[config.mk]
export PLATFORM = sky130hd
export DESIGN_NAME = ltc_timer
export DESIGN_NICKNAME = d
export VERILOG_FILES = /design/src/rtl/ltc_pkg.sv /design/src/rtl/ltc_timer.sv
export SDC_FILE = /design/constraint.sdc
export NUM_CORES = 1
export LEC_CHECK = 0
export BUFFER_PORTS_ARGS = -buffer_cell sky130_fd_sc_hd__buf_2
export CAP_MARGIN = 20
export CORE_MARGIN = 2
export CORE_UTILIZATION = 28
export CTS_CLUSTER_DIAMETER = 30
export CTS_CLUSTER_SIZE = 25
export DETAILED_ROUTE_END_ITERATION = 12
export PLACE_DENSITY = 0.62
export SYNTH_ARGS = -nofsm -noshare
export SYNTH_HDL_FRONTEND = slang
export SYNTH_SLANG_ARGS = --single-unit
[constraint.sdc]
create_clock -name clk_i -period 2 [get_ports clk_i]
set_clock_uncertainty 0.05 [all_clocks]
set_input_delay 0.5 -clock clk_i [delete_from_list [all_inputs] [get_ports clk_i]]
set_output_delay 0.5 -clock clk_i [all_outputs]
set_load 0.1 [all_outputs]
[src/rtl/ltc_pkg.sv]
// constants and types shared by the timebase and capture timer
package ltc_pkg;

  // ==========================================================
  // register indices; byte address is four times the index
  localparam logic [5:0] LTC_IDX_CSR2 = 6'h08;
  localparam logic [5:0] LTC_IDX_RELOAD = 6'h09;
  localparam logic [5:0] LTC_IDX_CNT2 = 6'h0a;
  localparam logic [5:0] LTC_IDX_CSR1 = 6'h0b;
  localparam logic [5:0] LTC_IDX_CAPTURE = 6'h0c;
  localparam logic [5:0] LTC_IDX_EVT_STAT = 6'h0d;
  localparam logic [5:0] LTC_IDX_EVT_MASK = 6'h0e;

  // ==========================================================
  // field positions of the second control/status register
  localparam int LTC_CSR2_SECOND_TIMEBASE_IRQ_ENABLE = 1;
  localparam int LTC_CSR2_SECOND_TIMEBASE_FLAG = 0;
  // field positions of the first control/status register
  localparam int LTC_CSR1_CAPTURE_IRQ_ENABLE = 7;
  localparam int LTC_CSR1_ICF = 6;
  localparam int LTC_CSR1_TB = 5;
  localparam int LTC_CSR1_FIRST_TIMEBASE_IRQ_ENABLE = 4;
  localparam int LTC_CSR1_FIRST_TIMEBASE_FLAG = 3;
  // bit positions in the event status and mask registers
  localparam int LTC_EVT_TB1 = 0;
  localparam int LTC_EVT_TB2 = 1;
  localparam int LTC_EVT_CAP = 2;

  // ==========================================================
  // reset values
  localparam logic [7:0] LTC_RST_BYTE = 8'h00;
  localparam logic [2:0] LTC_RST_EVT = 3'h0;
  localparam logic [4:0] LTC_RST_PRE = 5'h00;

  // ==========================================================
  // timing: oscillator is clk_i, counters run at one thirty-second of it
  localparam int LTC_PRESCALE = 32;
  localparam int LTC_TB_PERIOD_OSC = 8000;
  localparam logic [4:0] LTC_PRE_LAST = 5'(LTC_PRESCALE - 1);
  localparam logic [7:0] LTC_CNT1_TOP = 8'(LTC_TB_PERIOD_OSC / LTC_PRESCALE - 1);
  localparam logic [7:0] LTC_CNT2_TOP = 8'hff;

  // ==========================================================
  // per-event interrupt request lines
  typedef struct packed {
    logic tb1;
    logic tb2;
    logic cap;
  } ltc_irq_t;

  // complete state of the timer
  typedef struct packed {
    logic [4:0] pre;
    logic [7:0] cnt1;
    logic half;
    logic [7:0] cnt2;
    logic [7:0] reload;
    logic second_timebase_irq_enable;
    logic second_timebase_flag;
    logic capture_irq_enable;
    logic capture_flag;
    logic tb;
    logic first_timebase_irq_enable;
    logic first_timebase_flag;
    logic [7:0] capv;
    logic pin_q;
    logic [2:0] evt_stat;
    logic [2:0] evt_mask;
    logic ack;
    logic [7:0] dat;
    ltc_irq_t irq;
    logic irq_any;
  } ltc_state_t;

endpackage : ltc_pkg

[src/rtl/ltc_timer.sv]
// timebase counters, autoreload counter and edge capture behind wishbone
//
// Register access over Wishbone was left to the implementer.
`timescale 1ns/1ps

module ltc_timer
  import ltc_pkg::*;
(
  input wire logic clk_i,
  input wire logic rst_i,
  input wire logic wb_cyc_i,
  input wire logic wb_stb_i,
  input wire logic wb_we_i,
  input wire logic [7:0] wb_adr_i,
  input wire logic [3:0] wb_sel_i,
  input wire logic [31:0] wb_dat_i,
  output logic [31:0] wb_dat_o,
  output logic wb_ack_o,
  input wire logic capture_input_pin_i,
  input wire logic halt_i,
  output ltc_irq_t irq_lines_o,
  output logic irq_o
);

  ltc_state_t st;
  ltc_state_t next_st;

  // ==========================================================
  // bus decode
  logic take;
  logic rd;
  logic wr;
  logic [5:0] idx;
  logic tick;
  logic ovf1;
  logic ovf2;
  logic edge_seen;
  logic cap_now;
  logic [7:0] csr1_rd;
  logic [7:0] csr2_rd;

  // one access per request; ack masks the held request on its answer cycle
  assign take = wb_cyc_i && wb_stb_i && !st.ack;
  assign rd = take && !wb_we_i;
  assign wr = take && wb_we_i && wb_sel_i[0];
  assign idx = wb_adr_i[7:2];

  // ==========================================================
  // counter events
  // halt gate
  assign tick = (st.pre == LTC_PRE_LAST) && !halt_i;
  assign ovf1 = tick && (st.cnt1 == LTC_CNT1_TOP);
  assign ovf2 = tick && (st.cnt2 == LTC_CNT2_TOP);
  // pin is synchronous, so one history flop suffices for edge detect
  assign edge_seen = capture_input_pin_i != st.pin_q;
  assign cap_now = edge_seen && !st.capture_flag;

  assign csr2_rd = {6'h00, st.second_timebase_irq_enable, st.second_timebase_flag};
  assign csr1_rd = {st.capture_irq_enable, st.capture_flag, st.tb, st.first_timebase_irq_enable, st.first_timebase_flag, 3'h0};

  // ==========================================================
  // next state
  always_comb
  begin
    next_st = st;
    next_st.pin_q = capture_input_pin_i;
    // prescaler stops with the counters in halt
    if (!halt_i)
    begin
      next_st.pre = 5'(st.pre + 5'h01);
    end
    // counter 1 runs zero to top
    if (ovf1)
    begin
      next_st.cnt1 = 8'h00;
      next_st.half = !st.half;
    end
    else if (tick)
    begin
      next_st.cnt1 = 8'(st.cnt1 + 8'h01);
    end
    if (ovf2)
    begin
      next_st.cnt2 = st.reload;
    end
    else if (tick)
    begin
      next_st.cnt2 = 8'(st.cnt2 + 8'h01);
    end

    // register writes; flags and counter 2 ignore writes
    // decode by word index
    if (wr)
    begin
      case (idx)
        LTC_IDX_CSR2:
        begin
          next_st.second_timebase_irq_enable = wb_dat_i[LTC_CSR2_SECOND_TIMEBASE_IRQ_ENABLE];
        end
        LTC_IDX_RELOAD:
        begin
          next_st.reload = wb_dat_i[7:0];
        end
        LTC_IDX_CSR1:
        begin
          next_st.capture_irq_enable = wb_dat_i[LTC_CSR1_CAPTURE_IRQ_ENABLE];
          next_st.tb = wb_dat_i[LTC_CSR1_TB];
          next_st.first_timebase_irq_enable = wb_dat_i[LTC_CSR1_FIRST_TIMEBASE_IRQ_ENABLE];
        end
        LTC_IDX_EVT_STAT:
        begin
          next_st.evt_stat = st.evt_stat & ~wb_dat_i[2:0];
        end
        LTC_IDX_EVT_MASK:
        begin
          next_st.evt_mask = wb_dat_i[2:0];
        end
        default:
        begin
          next_st.evt_mask = st.evt_mask;
        end
      endcase
    end

    // read data is captured with the answer; clear-on-read acts here too
    next_st.ack = take;
    next_st.dat = 8'h00;
    if (rd)
    begin
      case (idx)
        LTC_IDX_CSR2:
        begin
          next_st.dat = csr2_rd;
          next_st.second_timebase_flag = 1'b0;
        end
        LTC_IDX_RELOAD: next_st.dat = st.reload;
        LTC_IDX_CNT2: next_st.dat = st.cnt2;
        LTC_IDX_CSR1:
        begin
          next_st.dat = csr1_rd;
          next_st.first_timebase_flag = 1'b0;
        end
        LTC_IDX_CAPTURE:
        begin
          next_st.dat = st.capv;
          next_st.capture_flag = 1'b0;
        end
        LTC_IDX_EVT_STAT: next_st.dat = {5'h00, st.evt_stat};
        LTC_IDX_EVT_MASK: next_st.dat = {5'h00, st.evt_mask};
        default: next_st.dat = 8'h00;
      endcase
    end

    // sets come last so they win
    // period select skips every other wrap
    if (ovf1 && (!st.tb || st.half))
    begin
      next_st.first_timebase_flag = 1'b1;
      next_st.evt_stat[LTC_EVT_TB1] = 1'b1;
    end
    if (ovf2)
    begin
      next_st.second_timebase_flag = 1'b1;
      next_st.evt_stat[LTC_EVT_TB2] = 1'b1;
    end
    if (cap_now)
    begin
      next_st.capv = st.cnt1;
      next_st.capture_flag = 1'b1;
      next_st.evt_stat[LTC_EVT_CAP] = 1'b1;
    end

    // request lines from next flags so outputs stay registered
    next_st.irq.tb1 = next_st.first_timebase_flag && next_st.first_timebase_irq_enable;
    next_st.irq.tb2 = next_st.second_timebase_flag && next_st.second_timebase_irq_enable;
    next_st.irq.cap = next_st.capture_flag && next_st.capture_irq_enable;
    next_st.irq_any = |(next_st.evt_stat & next_st.evt_mask);
  end

  // ==========================================================
  // state register
  always_ff @(posedge clk_i)
  begin
    if (rst_i)
    begin
      st <= '0;
      st.pre <= LTC_RST_PRE;
      st.reload <= LTC_RST_BYTE;
      st.cnt2 <= LTC_RST_BYTE;
      st.capv <= LTC_RST_BYTE;
      st.evt_stat <= LTC_RST_EVT;
      st.evt_mask <= LTC_RST_EVT;
    end
    else
    begin
      st <= next_st;
    end
  end

  // outputs straight from the state flops
  assign wb_ack_o = st.ack;
  assign wb_dat_o = {24'h000000, st.dat};
  assign irq_lines_o = st.irq;
  assign irq_o = st.irq_any;
endmodule : ltc_timer

# ---- Word level (Yosys, flattened, before mapping)
# Index checks and enable logic that the tools add are counted.
dict set report classes {
  n_mul 0
  div_mod_pow 0
  n_eq_ne 11
  bitwise 4
  muxes 24
  n_shift 0
  n_lt_le_gt_ge 0
  reduce_logical 26
  n_addsub 3
}
# cell count
set op_table {}
lappend op_table {{8-bit one-hot mux with 7 select lines} 1}
lappend op_table {{6-bit by 4-bit == test with 1-bit output, second input constant} 7}
lappend op_table {{1-bit 2-to-1 mux} 18}
lappend op_table {{8-bit by 1-bit adder with 8-bit output, second input constant} 2}
lappend op_table {{8-bit == test, second input constant} 2}
lappend op_table {{8-bit 2-to-1 mux} 2}
lappend op_table {{1-bit logical AND} 13}
lappend op_table {{3-bit bitwise AND} 2}
lappend op_table {{1-bit logical NOT} 6}
lappend op_table {{3-bit 2-to-1 mux} 2}
lappend op_table {{6-bit 2-to-1 mux} 1}
lappend op_table {{5-bit by 1-bit adder with 5-bit output, second input constant} 1}
lappend op_table {{5-bit == test, second input constant} 1}
lappend op_table {{2-bit AND reduction} 2}
lappend op_table {{2-bit OR reduction} 2}
lappend op_table {{3-bit inverter} 1}
lappend op_table {{3-bit OR reduction} 1}
lappend op_table {{2-bit nonzero test} 1}
lappend op_table {{1-bit logical OR} 1}
lappend op_table {{1-bit != test} 1}
lappend op_table {{1-bit inverter} 1}
dict set report word_totals {
  mem_bits_ro 0
  out_inout_bits 37
  ramBits 0
  register_bits 65
  n_memories 0
  elab_cells 90
  latchBits 0
  inputBits 51
}

# ---- Logic depth before layout (Yosys ltp)
dict set report depth {
  ltp_word 8
  depth_mapped 8
}

# ---- Worst setup path after synthesis
# No wires, ideal clock.
dict set report synth_timing {
  path_type {register to register}
  start {reg st, in the netlist wb_ack_o}
  end {reg st[35] (netlist bit)}
  path_buffers 1
  path_stages_with_launch 7
  t_arrival_ps 1911
  path_slack_ps -88
  synth_period_minus_slack_ps 2088
  path_cell_list {dfxtp_1 > nand3b_4 > nor2_1 > and3_1 > buf_2 > mux2i_1 > nor2_1}
}
dict set report synth_between {
  elab_chain_len 5
}
# item line
set synth_rtl {}
lappend synth_rtl {{start, declared} ltc_timer.sv:25} ;# ltc_state_t st;
lappend synth_rtl {{start signal, assigned} ltc_timer.sv:196} ;# st <= next_st;
lappend synth_rtl {{1-bit logical NOT} ltc_timer.sv:43} ;# assign take = wb_cyc_i && wb_stb_i && !st.ack;
lappend synth_rtl {{1-bit logical AND} ltc_timer.sv:43}
lappend synth_rtl {{1-bit logical AND (2 in series)} ltc_timer.sv:45} ;# assign wr = take && wb_we_i && wb_sel_i[0];
lappend synth_rtl {{2-bit AND reduction (no line)} n/a}
# No other way between the ends.
# A chain may end at the register's enable or synchronous reset.

# ---- Worst setup path in the final report
dict set report layout_timing {
  start {reg st[61] (netlist bit)}
  end {reg st[44] (netlist bit)}
}
dict set report layout_between {
  elab_chain_len 4
  elab_cells_between_ends 5
  cone_classes {eq/ne: 1; mux: 1; reduce/logical: 3}
}
# item line
set layout_rtl {}
lappend layout_rtl {{5-bit == test (*)} ltc_timer.sv:51} ;# assign tick = (st.pre == LTC_PRE_LAST) && !halt_i;
lappend layout_rtl {{1-bit logical AND (*)} ltc_timer.sv:51}
lappend layout_rtl {{1-bit logical AND} ltc_timer.sv:53} ;# assign ovf2 = tick && (st.cnt2 == LTC_CNT2_TOP);
lappend layout_rtl {{8-bit 2-to-1 mux or 2-bit nonzero test (tied branches)} n/a}
# Mark *: on every way between the ends. The rest lies on a longest branch, timed or not.

==> qor.txt <==
Fin cells - 557
CTS Hold Buffers Added - 0
Vias in the first global route - 2582
Clock Sink Count - 65
Post-synth cell types - 47
Max Cap Viol - 0
Place WS - -169 ps
Initial antenna violation count - 0
Wire length per cell - 13.2 um
CTS max path bufs - 2
Maximum VDD drop - 0.411 mV
Yosys top cell by area - dfxtp_1
Antenna viol nets, final - 0
Area growth, synth to finish - 22.6%
CTS Buf Count - 9
Proportion of layout cells with a drive suffix above 1 - 27.1%
Clock slew at the register clock pins of the worst setup and hold paths - 50 ps
Crit path max fanout - 3
Final hold viol count - 0
Most frequent cells in the layout - 62 x dfxtp_1, 60 x nor2_1, 38 x buf_4
Dominant cells by area after synthesis - dfxtp_1 41%, mux2i_1 9.7%, buf_4 8.4%
Final worst path period need - 2010 ps
Crit Path Class - flip-flop to flip-flop
Drt first pass iters - 4
Main synth FF type - dfxtp_1
Worst path required time - 2190 ps
Core box area - 11300 um^2
Setup violators final - 1
IO Pins - 88
FP Rows - 39
EDFF count, synth - 0
Post-layout util - 34.8%
Largest net degree at the start of global routing - 26
# port buffers - 34
Setup TNS - -6.78 ps
Dpl hpwl - 5590 um
Layout Nets - 467
HP Class - primary input to flip-flop
RD Place Congestion - 0.893
Worst path arrival time - 2200 ps
Die X - 111 um
CP Capture Type - flip-flop
Highest clock rate - 0.498 GHz
Die area - 12300 um^2
Initial Utilization - 28.4%
Inst Count DP - 541
Yosys warns - 0
# DRC - 0
FFs w/ async S/R, synth - 0%
Vias after detailed routing - 2546
Status - finished with violations
Clk_lat worst skew - 330 ps
RSZ-0062 raised after global routing - yes
Routed WL - 7370 um
CP Launch Type - flip-flop
Total grt overflow - 0
Post-synthesis register bit count - 65
Clk root buf - clkbuf_16
Setup ws final - -6.78 ps
Most common cell after layout, fill and taps aside - dfxtp_1
Max-slew violation count - 0
Area post-placement - 3580 um^2
CTS tree - yes
Violated checks - negative setup slack
Post-synthesis cell area - 3210 um^2
Vias/cell - 4.57
Final period utilization - 100%
Initial DRC count - 86
First-pass GRT wire length - 12300 um
Diode count - 0
Design Area, Final - 3940 um^2
Post-synthesis sequential area ratio - 40.5%
Die Y - 111 um
Avg Cell Area, Syn - 9.04 um^2
Synth Instances - 355
Gr usage total - 12.4%
Pwr dens - 791 nW/um^2
CTS H-Tree Depth - 3
Static Leakage - 1.59 nW
Area share of the largest cell type after synthesis - 40.5%
==> synthesized netlist by cell type, types with 6 or more instances <==
master    count
dfxtp_1      65
nor2_1       60
buf_4        36
mux2i_1      31
nand2_1      25
a21oi_1      18
clkbuf_1     10
a22oi_1       8
xor2_1        8
o21ai_0       7
nand3_1       6
nor2b_1       6
xnor2_1       6
==> critical path, stage by stage, from the launching register on <==
cell and delay [ps]:
dfxtp_2 320, ha_2 160, and3_4 180, ha_4 140, nand3b_1 100, or4_4 580, mux2i_1 150, a211oi_1 230
==> logic make-up (layout without fill, tap and decap cells) <==
logic type | count (synthesis) | in the layout | share of synthesized area, %
multiplexers | 36 | 36 | 11.4
buffers and inverters | 55 | 91 | 11.5
AND/OR/NAND/NOR | 134 | 134 | 21.8
XOR/XNOR | 14 | 14 | 3.82
other | 1 | 24 | 0.117
AO/OA/AOI/OAI | 45 | 45 | 8.85
flip-flops | 65 | 65 | 40.5
adder cells (fa/ha/maj) | 5 | 5 | 1.95
==> routing by layer <==
| layer | global-route usage (%) | vias up | part of all wire (%) | routed length (um) |
|---|---|---|---|---|
| met5 | 0 | - | 0 | 0 |
| met4 | 4.69 | 0 | 1.5 | 113 |
| met3 | 4.05 | 11 | 5.1 | 375 |
| met2 | 21.6 | 59 | 49 | 3610 |
| met1 | 14.2 | 1203 | 44 | 3270 |
| li1 | - | 1273 | - | - |
==> sequential cells by signal (all words and copies together), names as in the netlist <==
signal / flops
csr1_rd: 5
csr2_rd: 2
irq_lines_o: 3
irq_o: 1
st: 45
wb_ack_o: 1
wb_dat_o: 8
==> final timing paths <==
path	startpoint	end	slack [ps]	depth (start not counted)
setup reg to reg	st[61]	st[44]	-7	7
hold / removal	capture_input_pin_i	st[19]	360	2
hold reg to reg	st[20]	st[20]	400	2
setup / recovery	st[61]	st[44]	-7	7
==> stage by stage <==
step / hold slack, ps / total power, mW
2_1_floorplan: 386 / 1.68
3_3_place_gp: 407 / 1.72
3_5_place_dp: 401 / 1.72
4_1_cts: 355 / 3.15
5_1_grt: 368 / 3.23
6_report: 357 / 3.12
==> power by group <==
part	internal, mW	switching [mW]	leakage (nW)
sequential	1.31	0.00670	0.526
combinational	0.0844	0.304	0.939
clock	0.892	0.520	0.129
==> final cells by class <==
cell class                 count  area, um^2
timing repair buffer          73         475
clock buffer                  14         264
multi-input combinational    258        1700
sequential                    65        1310
tap                          143         179
fill                        1158        7380
inverter                       4        15.0
==> timing repair <==
action / CTS / global route
endpoints found under the setup margin: 4 / 9
setup buffers: 0 / 2
gates resized for setup: 7 / 10
pin swaps: 4 / 6
Note: power is estimated with default switching activity, not from simulation.
